<file path="src/hdl/tfr_regs.svh">
// Purpose: Command codes, field slices, reset values and timing constants
// Assumes: Temperatures and thresholds use the 16-bit linear number format
// Notes:   Included wherever the command codes and fields are needed
`ifndef TFR_REGS_SVH
`define TFR_REGS_SVH

// Command codes
`define TFR_CMD_CLEAR_FAULTS 8'h03
`define TFR_CMD_OT_FAULT_THR 8'h4f
`define TFR_CMD_OT_FAULT_ACT 8'h50
`define TFR_CMD_OT_WARN_THR  8'h51
`define TFR_CMD_UT_WARN_THR  8'h52
`define TFR_CMD_STATUS_TEMP  8'h7d

// Reset values
`define TFR_RST_OT_FAULT_THR 16'h007d
`define TFR_RST_OT_WARN_THR  16'h0073
`define TFR_RST_UT_WARN_THR  16'h07d8
`define TFR_RST_ACTION       8'h80

// Fault action fields
`define TFR_ACT_SEL          7:6
`define TFR_ACT_RETRY        5:3
`define TFR_ACT_DELAY        2:0
`define TFR_SEL_IGNORE       2'h0
`define TFR_SEL_DELAYED      2'h1
`define TFR_SEL_DIS_RETRY    2'h2
`define TFR_SEL_DIS_LATCH    2'h3
`define TFR_RETRY_NONE       3'h0
`define TFR_RETRY_FOREVER    3'h7

// Temperature status bits
`define TFR_STS_OT_FAULT     7
`define TFR_STS_OT_WARN      6
`define TFR_STS_UT_WARN      5

// Linear number format
`define TFR_LIN_EXP          15:11
`define TFR_LIN_MANT         10:0
`define TFR_LIN_SIGN         10

// Timing: one delay unit in ns, clock period in ns
`define TFR_UNIT_NS          10000000
`define TFR_CLK_NS           5
`define TFR_UNIT_CYCLES      ((`TFR_UNIT_NS + `TFR_CLK_NS - 1) / `TFR_CLK_NS)

`endif

</file>
<file path="src/hdl/tfr_pkg.sv">
// Purpose: Types and number decoding shared by the temperature fault block
// Assumes: tfr_regs.svh on the include path
// Notes:   Linear values become signed fixed point with 16 fraction bits
`include "tfr_regs.svh"

package tfr_pkg;

   typedef enum logic [3:0] {
      ST_RUN   = 4'h1,
      ST_DELAY = 4'h2,
      ST_RETRY = 4'h4,
      ST_LATCH = 4'h8
   } tfr_state_type;

   typedef struct packed {
      logic [15:0] ot_fault;
      logic [15:0] ot_warn;
      logic [15:0] ut_warn;
   } tfr_thr_type;

   typedef struct packed {
      logic ot_fault;
      logic ot_warn;
      logic ut_warn;
   } tfr_flags_type;

   // Exponent -16..15 maps to a left shift of 0..31
   function automatic logic signed [47:0] tfr_lin_to_fix(
      input logic [15:0] v);
      logic [4:0]           e;
      logic signed [47:0]   m;
      e = v[`TFR_LIN_EXP];
      m = {{37{v[`TFR_LIN_SIGN]}}, v[`TFR_LIN_MANT]};
      return m <<< {~e[4], e[3:0]};
   endfunction

endpackage

</file>
<file path="src/hdl/tfr_top.sv">
// Purpose: Over-temperature limits, warnings and fault response
// Assumes: Commands arrive already decoded from the management bus
// Notes:   Temperature and enable come from logic on SYS_CLK_I
`timescale 1ns/1ps
`include "tfr_regs.svh"
`default_nettype none

module tfr_top
   import tfr_pkg::*;
#(
   parameter int unsigned UNIT_CYCLES = `TFR_UNIT_CYCLES
) (
   input  wire logic        SYS_CLK_I,
   input  wire logic        RST_B_I,
   input  wire logic        CMD_VALID_I,
   input  wire logic        CMD_WRITE_I,
   input  wire logic [7:0]  CMD_CODE_I,
   input  wire logic [15:0] CMD_WDATA_I,
   input  wire logic [15:0] TEMP_I,
   input  wire logic        ENABLE_REQ_I,
   input  wire logic        OTHER_FAULT_I,
   output logic [15:0]      RDATA_O,
   output logic             RDATA_VALID_O,
   output logic             OUTPUT_EN_O,
   output logic             OT_FAULT_O,
   output logic             OT_WARN_O,
   output logic             UT_WARN_O
);

   // Configuration registers
   tfr_thr_type   thr_q;
   tfr_thr_type   thr_d;
   logic [7:0]    act_q;
   logic [7:0]    act_d;

   // Status and readback
   logic [7:0]    sts_q;
   logic [7:0]    sts_d;
   logic [15:0]   rdata_d;
   logic          rvalid_d;

   // Fault response state
   tfr_state_type state_q;
   tfr_state_type state_d;
   logic [2:0]    tries_q;
   logic [2:0]    tries_d;
   logic          en_q;
   logic          out_d;

   tfr_flags_type flags;
   logic          timer_start;
   logic          timer_done;
   logic          wr;
   logic          rd;
   logic          clr_all;
   logic          clr_ot;
   logic          clear_evt;
   logic          run_en;
   logic [1:0]    sel;
   logic [2:0]    retry;

   assign wr    = CMD_VALID_I & CMD_WRITE_I;
   assign rd    = CMD_VALID_I & ~CMD_WRITE_I;
   assign sel   = act_q[`TFR_ACT_SEL];
   assign retry = act_q[`TFR_ACT_RETRY];

   tfr_temp_compare u_cmp (
      .clk_i   (SYS_CLK_I),
      .rst_b_i (RST_B_I),
      .temp_i  (TEMP_I),
      .thr_i   (thr_q),
      .flags_o (flags)
   );

   tfr_delay_timer #(
      .UNIT_CYCLES (UNIT_CYCLES)
   ) u_tmr (
      .clk_i   (SYS_CLK_I),
      .rst_b_i (RST_B_I),
      .start_i (timer_start),
      .code_i  (act_q[`TFR_ACT_DELAY]),
      .done_o  (timer_done)
   );

   // Limit and action registers
   always_comb begin
      thr_d = thr_q;
      act_d = act_q;
      if (wr) begin
         unique case (CMD_CODE_I)
            `TFR_CMD_OT_FAULT_THR: thr_d.ot_fault = CMD_WDATA_I;
            `TFR_CMD_OT_WARN_THR:  thr_d.ot_warn  = CMD_WDATA_I;
            `TFR_CMD_UT_WARN_THR:  thr_d.ut_warn  = CMD_WDATA_I;
            `TFR_CMD_OT_FAULT_ACT: act_d = CMD_WDATA_I[7:0];
            default: ;
         endcase
      end
   end

   always_ff @(posedge SYS_CLK_I or negedge RST_B_I) begin
      if (!RST_B_I) begin
         thr_q.ot_fault <= `TFR_RST_OT_FAULT_THR;
         thr_q.ot_warn  <= `TFR_RST_OT_WARN_THR;
         thr_q.ut_warn  <= `TFR_RST_UT_WARN_THR;
         act_q          <= `TFR_RST_ACTION;
      end else begin
         thr_q <= thr_d;
         act_q <= act_d;
      end
   end

   // Clear sources: clear command, status write, off request
   assign clr_all   = wr & (CMD_CODE_I == `TFR_CMD_CLEAR_FAULTS);
   assign clr_ot    = wr & (CMD_CODE_I == `TFR_CMD_STATUS_TEMP)
                      & CMD_WDATA_I[`TFR_STS_OT_FAULT];
   assign clear_evt = clr_all | clr_ot | (en_q & ~ENABLE_REQ_I);
   assign run_en    = ENABLE_REQ_I & ~OTHER_FAULT_I;

   // Sticky status, a new event wins over a clear
   always_comb begin
      sts_d = sts_q;
      if (clr_all) begin
         sts_d = '0;
      end else if (wr && CMD_CODE_I == `TFR_CMD_STATUS_TEMP) begin
         sts_d = sts_q & ~CMD_WDATA_I[7:0];
      end
      if (flags.ot_fault) begin
         sts_d[`TFR_STS_OT_FAULT] = 1'b1;
      end
      if (flags.ot_warn) begin
         sts_d[`TFR_STS_OT_WARN] = 1'b1;
      end
      if (flags.ut_warn) begin
         sts_d[`TFR_STS_UT_WARN] = 1'b1;
      end
   end

   // Readback, unknown codes read as zero
   always_comb begin
      rvalid_d = rd;
      rdata_d  = '0;
      if (rd) begin
         unique case (CMD_CODE_I)
            `TFR_CMD_OT_FAULT_THR: rdata_d = thr_q.ot_fault;
            `TFR_CMD_OT_WARN_THR:  rdata_d = thr_q.ot_warn;
            `TFR_CMD_UT_WARN_THR:  rdata_d = thr_q.ut_warn;
            `TFR_CMD_OT_FAULT_ACT: rdata_d = {8'h00, act_q};
            `TFR_CMD_STATUS_TEMP:  rdata_d = {8'h00, sts_q};
            default: rdata_d = '0;
         endcase
      end
   end

   always_ff @(posedge SYS_CLK_I or negedge RST_B_I) begin
      if (!RST_B_I) begin
         sts_q         <= '0;
         RDATA_O       <= '0;
         RDATA_VALID_O <= 1'b0;
         OT_FAULT_O    <= 1'b0;
         OT_WARN_O     <= 1'b0;
         UT_WARN_O     <= 1'b0;
      end else begin
         sts_q         <= sts_d;
         RDATA_O       <= rdata_d;
         RDATA_VALID_O <= rvalid_d;
         OT_FAULT_O    <= sts_d[`TFR_STS_OT_FAULT];
         OT_WARN_O     <= sts_d[`TFR_STS_OT_WARN];
         UT_WARN_O     <= sts_d[`TFR_STS_UT_WARN];
      end
   end

   // Fault response machine
   always_comb begin
      state_d     = state_q;
      tries_d     = tries_q;
      timer_start = 1'b0;
      unique case (state_q)
         ST_RUN: begin
            if (run_en && flags.ot_fault) begin
               unique case (sel)
                  `TFR_SEL_IGNORE: ;
                  `TFR_SEL_DELAYED: begin
                     state_d     = ST_DELAY;
                     timer_start = 1'b1;
                  end
                  `TFR_SEL_DIS_RETRY: begin
                     tries_d = '0;
                     if (retry == `TFR_RETRY_NONE) begin
                        state_d = ST_LATCH;
                     end else begin
                        state_d     = ST_RETRY;
                        timer_start = 1'b1;
                     end
                  end
                  `TFR_SEL_DIS_LATCH: state_d = ST_LATCH;
               endcase
            end
         end
         ST_DELAY: begin
            if (!ENABLE_REQ_I) begin
               state_d = ST_RUN;
            end else if (OTHER_FAULT_I) begin
               state_d = ST_LATCH;
            end else if (timer_done) begin
               tries_d = '0;
               if (!flags.ot_fault) begin
                  state_d = ST_RUN;
               end else if (retry == `TFR_RETRY_NONE) begin
                  state_d = ST_LATCH;
               end else begin
                  state_d     = ST_RETRY;
                  timer_start = 1'b1;
               end
            end
         end
         ST_RETRY: begin
            if (!ENABLE_REQ_I) begin
               state_d = ST_RUN;
            end else if (OTHER_FAULT_I) begin
               state_d = ST_LATCH;
            end else if (timer_done) begin
               tries_d = tries_q + 3'h1;
               if (!flags.ot_fault) begin
                  state_d = ST_RUN;
               end else if (retry != `TFR_RETRY_FOREVER &&
                            tries_q + 3'h1 >= retry) begin
                  state_d = ST_LATCH;
               end else begin
                  timer_start = 1'b1;
               end
            end
         end
         ST_LATCH: begin
            if (clear_evt) begin
               state_d = ST_RUN;
            end
         end
      endcase
   end

   // Output stays on only while running or in the run-on delay
   assign out_d = run_en & ((state_d == ST_RUN) | (state_d == ST_DELAY));

   always_ff @(posedge SYS_CLK_I or negedge RST_B_I) begin
      if (!RST_B_I) begin
         state_q     <= ST_RUN;
         tries_q     <= '0;
         en_q        <= 1'b0;
         OUTPUT_EN_O <= 1'b0;
      end else begin
         state_q     <= state_d;
         tries_q     <= tries_d;
         en_q        <= ENABLE_REQ_I;
         OUTPUT_EN_O <= out_d;
      end
   end

endmodule // tfr_top

`default_nettype wire

</file>
<file path="src/hdl/tfr_delay_timer.sv">
// Purpose: Counts two to the power of a code in delay units
// Assumes: start is a one-cycle pulse; a new start restarts the count
// Notes:   done is a registered one-cycle pulse
`timescale 1ns/1ps
`include "tfr_regs.svh"
`default_nettype none

module tfr_delay_timer
   import tfr_pkg::*;
#(
   parameter int unsigned UNIT_CYCLES = `TFR_UNIT_CYCLES
) (
   input  wire logic       clk_i,
   input  wire logic       rst_b_i,
   input  wire logic       start_i,
   input  wire logic [2:0] code_i,
   output logic            done_o
);

   logic [31:0] cyc_q;
   logic [31:0] cyc_d;
   logic [7:0]  unit_q;
   logic [7:0]  unit_d;
   logic        busy_q;
   logic        busy_d;
   logic        done_d;

   always_comb begin
      cyc_d  = cyc_q;
      unit_d = unit_q;
      busy_d = busy_q;
      done_d = 1'b0;
      if (start_i) begin
         cyc_d  = '0;
         unit_d = 8'((9'h1 << code_i) - 9'h1);
         busy_d = 1'b1;
      end else if (busy_q) begin
         if (cyc_q == UNIT_CYCLES - 1) begin
            cyc_d = '0;
            if (unit_q == 8'h0) begin
               busy_d = 1'b0;
               done_d = 1'b1;
            end else begin
               unit_d = unit_q - 8'h1;
            end
         end else begin
            cyc_d = cyc_q + 32'h1;
         end
      end
   end

   always_ff @(posedge clk_i or negedge rst_b_i) begin
      if (!rst_b_i) begin
         cyc_q  <= '0;
         unit_q <= '0;
         busy_q <= 1'b0;
         done_o <= 1'b0;
      end else begin
         cyc_q  <= cyc_d;
         unit_q <= unit_d;
         busy_q <= busy_d;
         done_o <= done_d;
      end
   end

endmodule // tfr_delay_timer

`default_nettype wire

</file>
<file path="src/hdl/tfr_temp_compare.sv">
// Purpose: Compares the temperature against the three thresholds
// Assumes: Temperature and thresholds in linear format, same clock
// Notes:   Flags are registered, one cycle behind the inputs
`timescale 1ns/1ps
`default_nettype none

module tfr_temp_compare
   import tfr_pkg::*;
(
   input  wire logic        clk_i,
   input  wire logic        rst_b_i,
   input  wire logic [15:0] temp_i,
   input  var  tfr_thr_type thr_i,
   output tfr_flags_type    flags_o
);

   logic signed [47:0] t;
   tfr_flags_type      flags_d;

   always_comb begin
      t = tfr_lin_to_fix(temp_i);
      flags_d.ot_fault = t > tfr_lin_to_fix(thr_i.ot_fault);
      flags_d.ot_warn  = t > tfr_lin_to_fix(thr_i.ot_warn);
      flags_d.ut_warn  = t < tfr_lin_to_fix(thr_i.ut_warn);
   end

   always_ff @(posedge clk_i or negedge rst_b_i) begin
      if (!rst_b_i) begin
         flags_o <= '0;
      end else begin
         flags_o <= flags_d;
      end
   end

endmodule // tfr_temp_compare

`default_nettype wire

</file>
<file path="config.mk">
export PLATFORM = sky130hd
export DESIGN_NAME = tfr_top
export DESIGN_NICKNAME = d
export VERILOG_FILES = /design/src/hdl/tfr_pkg.sv /design/src/hdl/tfr_top.sv /design/src/hdl/tfr_delay_timer.sv /design/src/hdl/tfr_temp_compare.sv
export VERILOG_INCLUDE_DIRS = /design/src /design/src/hdl
export SDC_FILE = /design/constraint.sdc
export NUM_CORES = 1
export LEC_CHECK = 0
export BUFFER_PORTS_ARGS = -buffer_cell sky130_fd_sc_hd__buf_2
export CORE_MARGIN = 1.5
export CORE_UTILIZATION = 49
export DETAILED_ROUTE_END_ITERATION = 6
export PLACE_DENSITY = 0.66
export SLEW_MARGIN = 30
export SYNTH_ARGS = -nofsm -noshare
export SYNTH_HDL_FRONTEND = slang
export SYNTH_SLANG_ARGS = --single-unit
</file>
<file path="constraint.sdc">
create_clock -name SYS_CLK_I -period 4.9 [get_ports SYS_CLK_I]
set_input_delay 0.98 -clock SYS_CLK_I [delete_from_list [all_inputs] [get_ports SYS_CLK_I]]
set_output_delay 0.98 -clock SYS_CLK_I [all_outputs]
set_load 0.02 [all_outputs]
</file>
==> summary.md, run 1 <==
| Metric | Value |
|---|---|
| Worst-path cell chain | `mux2_2 -> o21ai_0 -> o21ai_0 -> o21ba_2 -> a21boi_0 -> ha_1 -> nand3_1 -> nor4_1 -> and4_1 -> o311a_1 -> nor4_1 -> mux2i_1` |
| LEAKAGE | `~0.0062 uW` |
| F_max | `approximately 0.24 GHz` |
| CP startpoint kind | `flip-flop` |
| P per Cell Area | `between 200 and 250 mW/mm^2` |
| Min-Delay Endpoint | `sts_q[3]` |
| # hold bufs at CTS | `0` |
| Maximum root-to-sink buffer count | `2` |
| Initial Util | `approximately 50%` |
| Die width | `about 170 um` |
| IO buf count | `between 60 and 70` |
| Antenna violations before repair | `0` |
| Number of max-slew violations in the final report | `0` |
| Initial drt markers | `around 1100` |
| Main synth FF type | `dfrtp_1` |
| # Max-Cap Violations | `0` |
| Hold Crit Depth | `2` |
| Reg-to-reg critical path endpoint | `u_cmp.flags_o[0]` |
| WL final | `between 40 and 50 mm` |
| Worst hold path class | `reg2reg` |
| Asr flop ratio synth | `100%` |
| Largest net degree at the start of global routing | `72` |
| Worst R2R Setup Slack | `0.78 ns` |
| Post-DP HPWL | `31.6 mm` |
| GRT overflow | `0` |
| Slew HR | `36.7%` |
| Finished Cell Area | `0.0144 sq mm` |
| Synthesized instance count | `1568` |
| Worst Setup Path Type | `reg2reg` |
| Outcome | `complete, but fails checks` |
| Ys Warns | `0` |
| Number of vias per cell | `6.44` |
| FP Rows | `59` |
| Worst vdd ir | `between 0.0002 and 0.00025 V` |
| Root Driver | `clkbuf_16` |
| Final ANT Viol Nets | `0` |
| H-tree levels | `4` |
| Top Ports | `between 60 and 70` |
| Reg2reg start | `thr_q[11]` |
| CP required | `between 5 and 6 ns` |
| Tmin final | `4.12 ns` |
| Final critical-path share of the clock period | `84.0%` |
| Final Hold Violating Endpoints | `0` |
| Cts repair resizes | `0` |
| Slew at the pin with the worst max-slew slack | `0.947 ns` |
| Crit. End Element | `flip-flop` |
| DIE HEIGHT | `roughly 170 um` |
| Vias in the first global route | `roughly 12000` |
| Synthesized area per cell | `8.35 sq um` |
| Placed Instance Area | `~0.014 sq mm` |
| Vias | `between 10000 and 15000` |
| P&R area growth vs syn | `10.2%` |
| DRT Pass-1 Iters | `7` |
| Post-synthesis cell type count | `70` |
| Hold Startpoint | `sts_q[3]` |
| Synthesized flop and latch total | `between 100 and 150` |
| Sink Count | `approximately 140` |
| Final setup violation count | `0` |
| Ant. Diodes | `0` |
| Crit path DAT | `4.42 ns` |
| Failing checks | `design-rule violations` |
| Total Neg Setup Slack | `0 ns` |
| CP max stage cell | `dfrtp_1` |
| Clock Skew | `0.0110 ns` |
| Number of synthesized flops with an enable pin | `0` |
| Worst-path clk slew | `0.07 ns` |
| CP max stage delay | `roughly 0.83 ns` |
| Seq/Total Area, Yosys | `about a quarter` |
| Core area | `between 0.02 and 0.03 sq mm` |
| Die area | `around 0.028 sq mm` |
| TritonCTS clock tree | `built` |
| Wire length per cell | `between 20 and 25 um` |
| Global-route wire length before repair | `~65 mm` |
| Layout cell share with drive strength beyond 1 | `between 10% and 20%` |
| Max FO, Critical Path | `17` |
| Post-Syn Nets | `1749` |
| Post-CTS Repair Setup Buffers | `0` |
| Worst Setup SP | `thr_q[11]` |
| Worst-skew pair later-pin latency | `0.43 ns` |
| Drt drc | `20` |
| Nets@finish | `1776` |
| Routability cong. | `about 0.96` |
| Num CTS Buffers | `17` |
| RSZ-0062 raised after global routing | `no` |
| Synthesized area | `0.0131 sq mm` |
| Reg2reg path depth | `12` |
| GRT Total Usage | `between 20% and 30%` |
-- metrics by stage --
| step | cells | worst slack (ns) | hold slack (ns) | total power (uW) | utilization, % |
|---|---|---|---|---|---|
| after global routing | 1943 | 0.468 | 0.528 | 3700 | 55.2 |
| after floorplan | 1568 | 0.764 | 0.417 | 1840 | - |
| after global placement | 1910 | 0.568 | 0.472 | 2120 | 52.7 |
| after detailed placement | 1910 | 0.435 | 0.489 | 2130 | 52.7 |
| final | 1943 | 0.782 | 0.504 | 3520 | 55.2 |
| after CTS | 1942 | 0.872 | 0.504 | 3510 | 55.1 |
-- where the power goes --
part / internal, uW / switching, uW / leakage, uW / total [uW]
clock network: 785 / 597 / 0.000306 / 1380
logic: 351 / 547 / 0.00425 / 897
registers: 1160 / 77.8 / 0.00168 / 1240
total: 2290 / 1220 / 0.00623 / 3520
-- placed cells by master (no fill, tap or decap), types with 7 or more instances in the layout --
cell type / count
buf_4: 36
nor2_1: 100
o31ai_1: 15
mux2i_1: 89
a22oi_1: 37
a222oi_1: 8
buf_2: 65
dfrtp_1: 114
inv_1: 32
and2_1: 17
dfstp_2: 20
nor4_1: 14
a31oi_1: 17
nor2b_1: 9
or4_1: 19
a21o_1: 13
or3_1: 16
clkbuf_16: 17
a21boi_0: 18
nand3_1: 39
o21ai_0: 118
o211ai_1: 13
xor2_1: 7
nand4_1: 40
mux4_2: 9
a211oi_1: 14
mux2_2: 65
a21oi_1: 118
o22ai_1: 8
nand2b_1: 27
and3_1: 9
o21a_1: 15
ha_1: 135
nor3_1: 39
nand2_1: 180
o31a_1: 7
-- worst max path at each step --
stage / end / slack, ns / cells after the start
floorplan: u_cmp.flags_o[0] / 0.76 / 13
global placement: u_cmp.flags_o[0] / 0.57 / 12
detailed placement: u_cmp.flags_o[0] / 0.44 / 14
CTS: u_cmp.flags_o[0] / 0.87 / 14
global route: u_cmp.flags_o[0] / 0.47 / 12
finish: u_cmp.flags_o[0] / 0.78 / 12
-- registers in the layout, summed over array words and instances (netlist names) --
register,cells
OUTPUT_EN_O,1
RDATA_O,16
RDATA_VALID_O,1
act_q,8
en_q,1
state_q,4
sts_q,8
thr_q,48
tries_q,3
u_cmp.flags_o,3
u_tmr.busy_q,1
u_tmr.cyc_q,32
u_tmr.done_o,1
u_tmr.unit_q,8
-- routing by layer --
layer / share of wire, % / routed length (um) / GRT usage (%) / vias up
met5: 0 / 0 / 0 / -
met4: 3.8 / 1560 / 12.3 / 0
met3: 6.9 / 2830 / 4.40 / 78
met2: 45 / 18400 / 46.7 / 504
met1: 45 / 18500 / 41.2 / 5970
li1: - / - / - / 5961
-- synthesized netlist by cell type (16+ instances only) --
cell type,n,area [sq um]
ha_1,135,1690
dfstp_2,20,526
nand2_1,180,676
dfrtp_1,115,2880
and2_1,17,106
nand2b_1,27,169
o21ai_0,118,591
o31ai_1,16,120
a21boi_0,18,135
nand4_1,40,250
mux2_2,65,732
clkbuf_1,84,315
nand3_1,39,195
or4_1,19,143
nor2_1,100,375
a22oi_1,37,278
a31oi_1,17,106
nor3_1,40,200
mux2i_1,89,891
inv_1,32,120
a21oi_1,118,591
or3_1,16,100
-- cell type report --
type                    count  area [sq um]
clock buffers              17           425
clock inverters            15           203
fillers                  2458         11700
inverters                  33           124
multi-input cells        1305          9230
flip-flops and latches    135          3400
well taps                 335           419
repair buffers            103           618
-- logic make-up after synthesis --
family / count (synthesis) / share of synthesized area, %
AOI/OAI and AO/OA: 448 / 21.7
and+or+nand+nor: 546 / 20.9
buffers and inverters: 128 / 3.71
muxes: 163 / 14.0
adders and majority gates: 135 / 12.9
xor gates and xnor gates: 13 / 0.870
DFF: 135 / 26.0
-- worst max-delay path, delay by kind of cell, from the launching register on --
kind | cells | cell delay [ns]
muxes | 2 | 0.55
and+or+nand+nor | 4 | 1.12
AOI/OAI and AO/OA | 5 | 1.30
DFF | 1 | 0.83
adders and majority gates | 1 | 0.18
(Power assumes the default switching activity.)
==> run 2, diff against run 1 <==
--- a/config.mk
+++ b/config.mk
@@ -10,7 +10,7 @@
 export CORE_MARGIN = 1.5
 export CORE_UTILIZATION = 49
 export DETAILED_ROUTE_END_ITERATION = 6
-export PLACE_DENSITY = 0.66
+export PLACE_DENSITY = 0.69
 export SLEW_MARGIN = 30
 export SYNTH_ARGS = -nofsm -noshare
 export SYNTH_HDL_FRONTEND = slang
==> constraint.sdc (replaced) <==
create_clock -name SYS_CLK_I -period 3.4 [get_ports SYS_CLK_I]
set_input_delay 0.68 -clock SYS_CLK_I [delete_from_list [all_inputs] [get_ports SYS_CLK_I]]
set_output_delay 0.68 -clock SYS_CLK_I [all_outputs]
set_load 0.02 [all_outputs]
==> summary.md, run 2 (synthesis results as in run 1) <==
| Metric | Value |
|---|---|
| Outcome | `complete, but fails checks (unchanged)` |
| Failing checks | `design-rule violations (unchanged)` |
| Slew HR | `45.2% (was 36.7%)` |
| GRT overflow | `0 (unchanged)` |
| Global-route wire length before repair | `67.4 mm (was 65.1 mm)` |
| Wire length per cell | `20.5 um (was 21.2 um)` |
| Reg2reg path depth | `15 (was 12)` |
| Placed Instance Area | `0.0149 sq mm (was 0.0138 sq mm)` |
| CP required | `3.76 ns (was 5.20 ns)` |
| Die width | `166 um (unchanged)` |
| Die area | `0.0277 sq mm (unchanged)` |
| Layout Utilization | `60.7% (was 55.2%)` |
| DRT Pass-1 Iters | `7 (unchanged)` |
| Max reg flops | `48 (unchanged)` |
| Number of vias per cell | `6.35 (was 6.44)` |
| Commonest cells after routing, fill and taps aside | `nand2_1 (179), buf_4 (178), ha_1 (134), dfrtp_1 (111), a21oi_1 (111) (was nand2_1 (180), ha_1 (135), a21oi_1 (118), o21ai_0 (118), dfrtp_1 (114))` |
| Final Hold Violating Endpoints | `0 (unchanged)` |
| Initial Util | `50.1% (unchanged)` |
| Final critical-path share of the clock period | `a little under 100%` |
| Routability cong. | `1.01 (was 0.961)` |
| Antenna violations before repair | `0 (unchanged)` |
| P per Cell Area | `328 mW/mm^2 (was 244 mW/mm^2)` |
| Vias | `13300 (was 12500)` |
| Worst Setup SP | `TEMP_I[12] (was thr_q[11])` |
| Worst vdd ir | `0.000330 V (was 0.000242 V)` |
| Reg area | `0.00341 sq mm (was 0.00340 sq mm)` |
| Nets@finish | `1927 (was 1776)` |
| Final setup violation count | `0 (unchanged)` |
| Post-DP HPWL | `33.5 mm (was 31.6 mm)` |
| Most common cell after layout, fill and taps aside | `nand2_1 (unchanged)` |
| Worst-path clk slew | `0.07 ns (about the same)` |
| Top Ports | `67 (unchanged)` |
| Worst-skew pair later-pin latency | `0.44 ns (was 0.43 ns)` |
| Finished Cell Area | `0.0159 sq mm (was 0.0144 sq mm)` |
| Worst hold path class | `in2async (was reg2reg)` |
| IO buf count | `66 (unchanged)` |
| FP Rows | `59 (unchanged)` |
| Worst Setup Slack post-DPL | `-0.450 ns (was 0.435 ns)` |
| H-tree levels | `4 (unchanged)` |
| Number of max-slew violations in the final report | `0 (unchanged)` |
| Total Neg Setup Slack | `0 ns (unchanged)` |
| Tmin final | `around 3.3 ns` |
| F_max | `about 0.30 GHz` |
| CP startpoint kind | `input pin (was flip-flop)` |
| Layout cell share with drive strength beyond 1 | `25.2% (was 15.7%)` |
| LEAKAGE | `0.00705 uW (was 0.00623 uW)` |
| RSZ-0062 raised after global routing | `yes (was no)` |
| Core area | `0.0261 sq mm (unchanged)` |
| Multi-input logic area | `0.00942 sq mm (was 0.00923 sq mm)` |
| Crit. End Element | `flip-flop (unchanged)` |
| Crit path DAT | `3.70 ns (was 4.42 ns)` |
| Sink Count | `135 (unchanged)` |
| Design Power | `5200 uW (was 3520 uW)` |
| PnR worst setup slack | `0.0523 ns (was 0.782 ns)` |
| Ant. Diodes | `0 (unchanged)` |
| Clock Skew | `0.0187 ns (was 0.0110 ns)` |
| Drt drc | `6 (was 20)` |
| Final ANT Viol Nets | `0 (unchanged)` |
| GRT Total Usage | `30.4% (was 29.8%)` |
| Slew at the pin with the worst max-slew slack | `0.818 ns (was 0.947 ns)` |
| Vias in the first global route | `12500 (was 11700)` |
| Regs by FF count | `thr_q x48, u_tmr.cyc_q x32, RDATA_O x16 (unchanged)` |
| Reg2reg start | `thr_q[11] (unchanged)` |
| TritonCTS clock tree | `built (unchanged)` |
| Initial drt markers | `1327 (was 1148)` |
| Largest net degree at the start of global routing | `60 (was 72)` |
| Num CTS Buffers | `17 (unchanged)` |
| # Max-Cap Violations | `0 (unchanged)` |
| DIE HEIGHT | `166 um (unchanged)` |
| WL final | `43.0 mm (was 41.3 mm)` |
| Worst Setup Path Type | `in2reg (was reg2reg)` |
| Maximum root-to-sink buffer count | `2 (unchanged)` |
| Number of fillers in the final layout | `2275 (was 2458)` |
| P&R area growth vs syn | `21.3% (was 10.2%)` |
| Max FO, Critical Path | `10 (was 17)` |
| Root Driver | `clkbuf_16 (unchanged)` |
| Largest Register | `thr_q (unchanged)` |
==> run 2: layer usage <==
metal  wire length [um]  vias up  global-route usage (%)
met3               2710       97                    3.18
met1              18700     6366                    41.8
li1                   -     6281                       -
met4               1700        0                    12.3
met5                  0        -                       0
met2              19800      549                    49.2
==> run 2: report_power, final <==
part	internal, uW	leakage, uW	total [uW]	switching (uW)
clock	1010	0.000301	1930	921
sequential	1670	0.00168	1760	92.1
combinational	648	0.00507	1510	863
total	3330	0.00705	5200	1880
==> run 2: per-stage QoR <==
step | instances | hold WS [ns]
6_report | 2094 | 0.187
4_1_cts | 2085 | 0.205
3_3_place_gp | 2051 | 0.477
5_1_grt | 2094 | 0.232
3_5_place_dp | 2051 | 0.494
2_1_floorplan | 1568 | 0.384
==> run 2: final cells by class <==
class                   instances  share of cell area [%]
multi-input cells            1305                    59.4
well taps                     335                    2.64
clock buffers                  17                    2.68
repair buffers                254                    11.8
inverters                      33                   0.781
flip-flops and latches        135                    21.5
clock inverters                15                    1.29
==> run 2: worst paths after layout <==
kind	slack [ns]	to
min reg2reg	0.51	sts_q[0]
max	0.05	u_cmp.flags_o[0]
max in group asynchronous	2.41	thr_q[34]
max reg2reg	0.07	u_cmp.flags_o[0]
min	0.19	u_tmr.cyc_q[6]
min in group SYS_CLK_I	0.46	RDATA_VALID_O
==> run 2: critical path, cell delays in order <==
cell	delay [ns]
clkbuf_4	0.18
mux2i_1	0.17
mux2i_1	0.31
a21oi_1	0.12
buf_4	0.16
nor2_1	0.53
ha_1	0.36
a21oi_1	0.14
o21ai_0	0.15
o311a_1	0.39
nor4_2	0.30
mux2i_1	0.21
==> run 2: repair_timing <==
item | in CTS | in global routing
hold buffers | 0 | 0
resized for setup | 6 | 51
endpoints found under the setup margin | 2 | 6
gates cloned | 0 | 1
setup buffers | 2 | 8
pin swaps | 2 | 7
==> run 3, diff against run 2 <==
--- a/config.mk
+++ b/config.mk
@@ -14,4 +14,5 @@
 export SLEW_MARGIN = 30
 export SYNTH_ARGS = -nofsm -noshare
 export SYNTH_HDL_FRONTEND = slang
+export SYNTH_HIERARCHICAL = 1
 export SYNTH_SLANG_ARGS = --single-unit
==> summary.md, run 3 <==
| Metric | Value |
|---|---|
| Core area | `0.0263 sq mm (was 0.0261 sq mm)` |
| P per Cell Area | `320 mW/mm^2 (was 328 mW/mm^2)` |
| CP required | `3.74 ns (was 3.76 ns)` |
| Sw Share | `32.1% (was 36.1%)` |
| GRT overflow | `0 (unchanged)` |
| FP Rows | `59 (unchanged)` |
| Worst-skew pair later-pin latency | `0.44 ns (about the same)` |
| Antenna violations before repair | `3 (was 0)` |
| Regs by FF count | `thr_q x48, u_tmr/cyc_q x32, RDATA_O x16 (was thr_q x48, u_tmr.cyc_q x32, RDATA_O x16)` |
| Cell taking the most area after synthesis | `dfrtp_1 (unchanged)` |
| Tmin final | `3.33 ns (was 3.35 ns)` |
| Post-DP HPWL | `33.0 mm (was 33.5 mm)` |
| Synthesized flop and latch total | `135 (unchanged)` |
| Sw Pwr | `1620 uW (was 1880 uW)` |
| Nets@finish | `1886 (was 1927)` |
| Metal3 WL | `2.49 mm (was 2.71 mm)` |
| Clock power share | `38.9% (was 37.1%)` |
| IO buf count | `66 (unchanged)` |
| DR top layer | `met5 (was met4)` |
| Worst path bufs/invs | `2 (unchanged)` |
| LEAKAGE | `0.00671 uW (was 0.00705 uW)` |
| Final Hold Violating Endpoints | `0 (unchanged)` |
| Final ANT Viol Nets | `0 (unchanged)` |
| Worst hold slack | `0.250 ns (was 0.187 ns)` |
| Design Power | `5060 uW (was 5200 uW)` |
| P_int | `3440 uW (was 3330 uW)` |
| Number of max-slew violations in the final report | `0 (unchanged)` |
| Asr flop ratio synth | `100% (unchanged)` |
| Final setup violation count | `0 (unchanged)` |
| Max reg flops | `48 (unchanged)` |
| Worst vdd ir | `0.000379 V (was 0.000330 V)` |
| Combinational Power Share | `25.3% (was 29.0%)` |
| Root Driver | `clkbuf_16 (unchanged)` |
| Drt drc | `0 (was 6)` |
| Worst Setup Slack post-DPL | `-0.366 ns (was -0.450 ns)` |
| Largest Register | `thr_q (unchanged)` |
| Most common cell after layout, fill and taps aside | `buf_4 (was nand2_1)` |
| Worst-path clk slew | `0.06 ns (was 0.07 ns)` |
| Clock Skew | `0.0156 ns (was 0.0187 ns)` |
| Area contributors post-synth | `dfrtp_1 (22%), ha_1 (13%), mux2_2 (6.6%) (was dfrtp_1 (22%), ha_1 (13%), mux2i_1 (6.8%))` |
| WL final | `42.8 mm (was 43.0 mm)` |
| Worst-path cell chain | `ha_1 -> xor2_1 -> ha_1 -> a21oi_1 -> o21ai_1 -> a21oi_1 -> o21bai_1 -> a21oi_2 -> buf_4 -> nand2_1 -> nor3_2 -> a21oi_1 -> ha_2 -> nand2b_1 -> o32ai_2 -> buf_4 -> a311o_1 -> o211ai_1 (was clkbuf_4 -> mux2i_1 -> mux2i_1 -> a21oi_1 -> buf_4 -> nor2_1 -> ha_1 -> a21oi_1 -> o21ai_0 -> o311a_1 -> nor4_2 -> mux2i_1)` |
| Vias in the first global route | `12300 (was 12500)` |
| CP startpoint kind | `flip-flop (was input pin)` |
| Num CTS Buffers | `17 (unchanged)` |
| Number of vias per cell | `6.28 (was 6.35)` |
| Global-route wire length before repair | `67.1 mm (was 67.4 mm)` |
| Commonest cells after routing, fill and taps aside | `buf_4 (174), nand2_1 (154), ha_1 (132), nor2_1 (131), dfrtp_1 (111) (was nand2_1 (179), buf_4 (178), ha_1 (134), dfrtp_1 (111), a21oi_1 (111))` |
| H-tree levels | `4 (unchanged)` |
| Sink Count | `135 (unchanged)` |
| Synthesized area per cell | `8.72 sq um (was 8.35 sq um)` |
| # hold bufs at CTS | `0 (unchanged)` |
| CP max stage delay | `0.38 ns (was 0.53 ns)` |
| Largest net degree at the start of global routing | `75 (was 60)` |
| # Max-Cap Violations | `0 (unchanged)` |
| Crit path DAT | `3.67 ns (was 3.70 ns)` |
| Outcome | `finished, final reports clean (was complete, but fails checks)` |
| Max FO, Critical Path | `4 (was 10)` |
| Seq/Total Area, Yosys | `25.7% (was 26.0%)` |
| Worst hold path class | `in2async (unchanged)` |
| Slew at the pin with the worst max-slew slack | `0.688 ns (was 0.818 ns)` |
| PnR worst setup slack | `0.0713 ns (was 0.0523 ns)` |
| Top cell type's share of synthesized area | `21.8% (was 22.0%)` |
| Seq pwr share | `35.8% (was 33.9%)` |
| Ys Warns | `6 (was 0)` |
| CP dominant cell by count | `a21oi_1 (was mux2i_1)` |
| Initial drt markers | `1112 (was 1327)` |
| Layout cell share with drive strength beyond 1 | `27.5% (was 25.2%)` |
| Post-route insts no fill | `2054 (was 2094)` |
| Post-Syn Nets | `1697 (was 1749)` |
| Crit. End Element | `flip-flop (unchanged)` |
| Number of fillers in the final layout | `2264 (was 2275)` |
| Met2 WL | `19.8 mm (about the same)` |
| Post-synthesis cell type count | `100 (was 70)` |
| Synthesized area | `0.0132 sq mm (was 0.0131 sq mm)` |
| Die area | `0.0280 sq mm (was 0.0277 sq mm)` |
| TritonCTS clock tree | `built (unchanged)` |
| F_max | `0.300 GHz (was 0.299 GHz)` |
| Vias | `12900 (was 13300)` |
| Routability cong. | `1.02 (was 1.01)` |
| DIE HEIGHT | `167 um (was 166 um)` |
| P&R area growth vs syn | `19.7% (was 21.3%)` |
| Count leader, synth | `nand2_1 (unchanged)` |
| Final critical-path share of the clock period | `97.9% (was 98.5%)` |
| Wire length per cell | `20.9 um (was 20.5 um)` |
| Maximum root-to-sink buffer count | `2 (unchanged)` |
| Number of synthesized flops with an enable pin | `0 (unchanged)` |
| Met1 wire length | `19.0 mm (was 18.7 mm)` |
| CP max stage cell | `dfrtp_1 (was nor2_1)` |
| Die width | `167 um (was 166 um)` |
| Initial Util | `50.3% (was 50.1%)` |
| Worst Setup Path Type | `reg2reg (was in2reg)` |
| Slew HR | `54.1% (was 45.2%)` |
| DRT Pass-1 Iters | `6 (was 7)` |
| Synthesized instance count | `1516 (was 1568)` |
| Top Ports | `67 (unchanged)` |
| Layout Utilization | `60.2% (was 60.7%)` |
| Most instantiated cells after synthesis | `nand2_1 (156), ha_1 (135), nor2_1 (133) (was nand2_1 (180), ha_1 (135), a21oi_1 (118), o21ai_0 (118), dfrtp_1 (115))` |
| CP top delay family | `compound AO/OA/AOI/OAI gates (was simple AND/OR/NAND/NOR gates)` |
| RSZ-0062 raised after global routing | `yes (unchanged)` |
| Placed Instances | `2012 (was 2051)` |
| GRT Total Usage | `30.5% (was 30.4%)` |
| Main synth FF type | `dfrtp_1 (unchanged)` |
[run 3: cell count changes after synthesis, sizes merged, moves of 15 or more]
cell and change:
mux2 +15, buf +27, a21oi -19, nand2 -22, nor2 +34, clkbuf -44, xor2 +16
[run 3: worst paths after layout]
| path | start | end | slack, ns | cells after the start |
|---|---|---|---|---|
| worst max register to register | tries_q[0] | u_tmr/unit_q[6] | 0.07 | 18 |
| max in group asynchronous | RST_B_I | thr_q[8] | 2.30 | 2 |
| worst min-delay path | RST_B_I | state_q[3] | 0.25 | 1 |
| worst max-delay path | tries_q[0] | u_tmr/unit_q[6] | 0.07 | 18 |
| min in group SYS_CLK_I | ENABLE_REQ_I | en_q | 0.42 | 1 |
| worst min register to register | sts_q[0] | sts_q[0] | 0.50 | 2 |
[run 3: final cells by class]
| class | instances | area (sq um) | share of cell area (%) |
|---|---|---|---|
| Antenna cell | 1 | 2.50 | 0.0158 |
| Clock inverter | 13 | 170 | 1.08 |
| Timing Repair Buffer | 249 | 1790 | 11.3 |
| Multi-Input combinational cell | 1274 | 9490 | 60.0 |
| Sequential cell | 135 | 3410 | 21.5 |
| Clock buffer | 19 | 443 | 2.80 |
| Tap cell | 335 | 419 | 2.65 |
| Inverter | 28 | 106 | 0.672 |
[run 3: worst register-to-register path, cell delays in order, from the launching register on]
cell and delay [ns]:
dfrtp_1 0.38, ha_1 0.22, xor2_1 0.15, ha_1 0.30
a21oi_1 0.13, o21ai_1 0.11, a21oi_1 0.14, o21bai_1 0.09
a21oi_2 0.26, buf_4 0.18, nand2_1 0.07, nor3_2 0.18
a21oi_1 0.07, ha_2 0.20, nand2b_1 0.09, o32ai_2 0.08
buf_4 0.16, a311o_1 0.34, o211ai_1 0.10
[run 3: what timing repair did]
| action | CTS | global route |
|---|---|---|
| pin swaps | 0 | 17 |
| setup buffers | 2 | 7 |
| cloned | 0 | 1 |
| hold endpoints to repair | 0 | 0 |
| resized for setup | 13 | 68 |
| setup endpoints to repair | 5 | 28 |
[run 3: metrics by stage]
stage | area, sq um | TNS [ns]
after CTS | 15500 | -0.0312
after global routing | 15800 | -0.221
after detailed placement | 14900 | -1.18
after floorplan | 13200 | 0
final | 15800 | 0
after global placement | 14900 | -0.830
[run 3: kinds of logic after synthesis]
kind of cell / after synthesis / synth area share, %
AOI/OAI and AO/OA: 399 / 19.4
muxes: 172 / 14.7
and+or+nand+nor: 533 / 20.7
adders and majority gates: 135 / 12.8
DFF: 135 / 25.7
buffers and inverters: 107 / 4.43
xor gates and xnor gates: 35 / 2.32
[run 3: routing by layer]
metal,global-route usage (%),vias to the layer above
li1,-,6072
met1,41.2,6232
met2,49.2,489
met3,4.73,98
met4,11.8,4
met5,0,-
[run 3: power groups by stage]
stage	logic, uW	registers, uW	clock network (uW)
floorplan	775	1770	0
CTS	1230	1800	1980
global placement	1190	1830	0
detailed placement	1210	1830	0
global route	1410	1830	2050
finish	1280	1810	1970
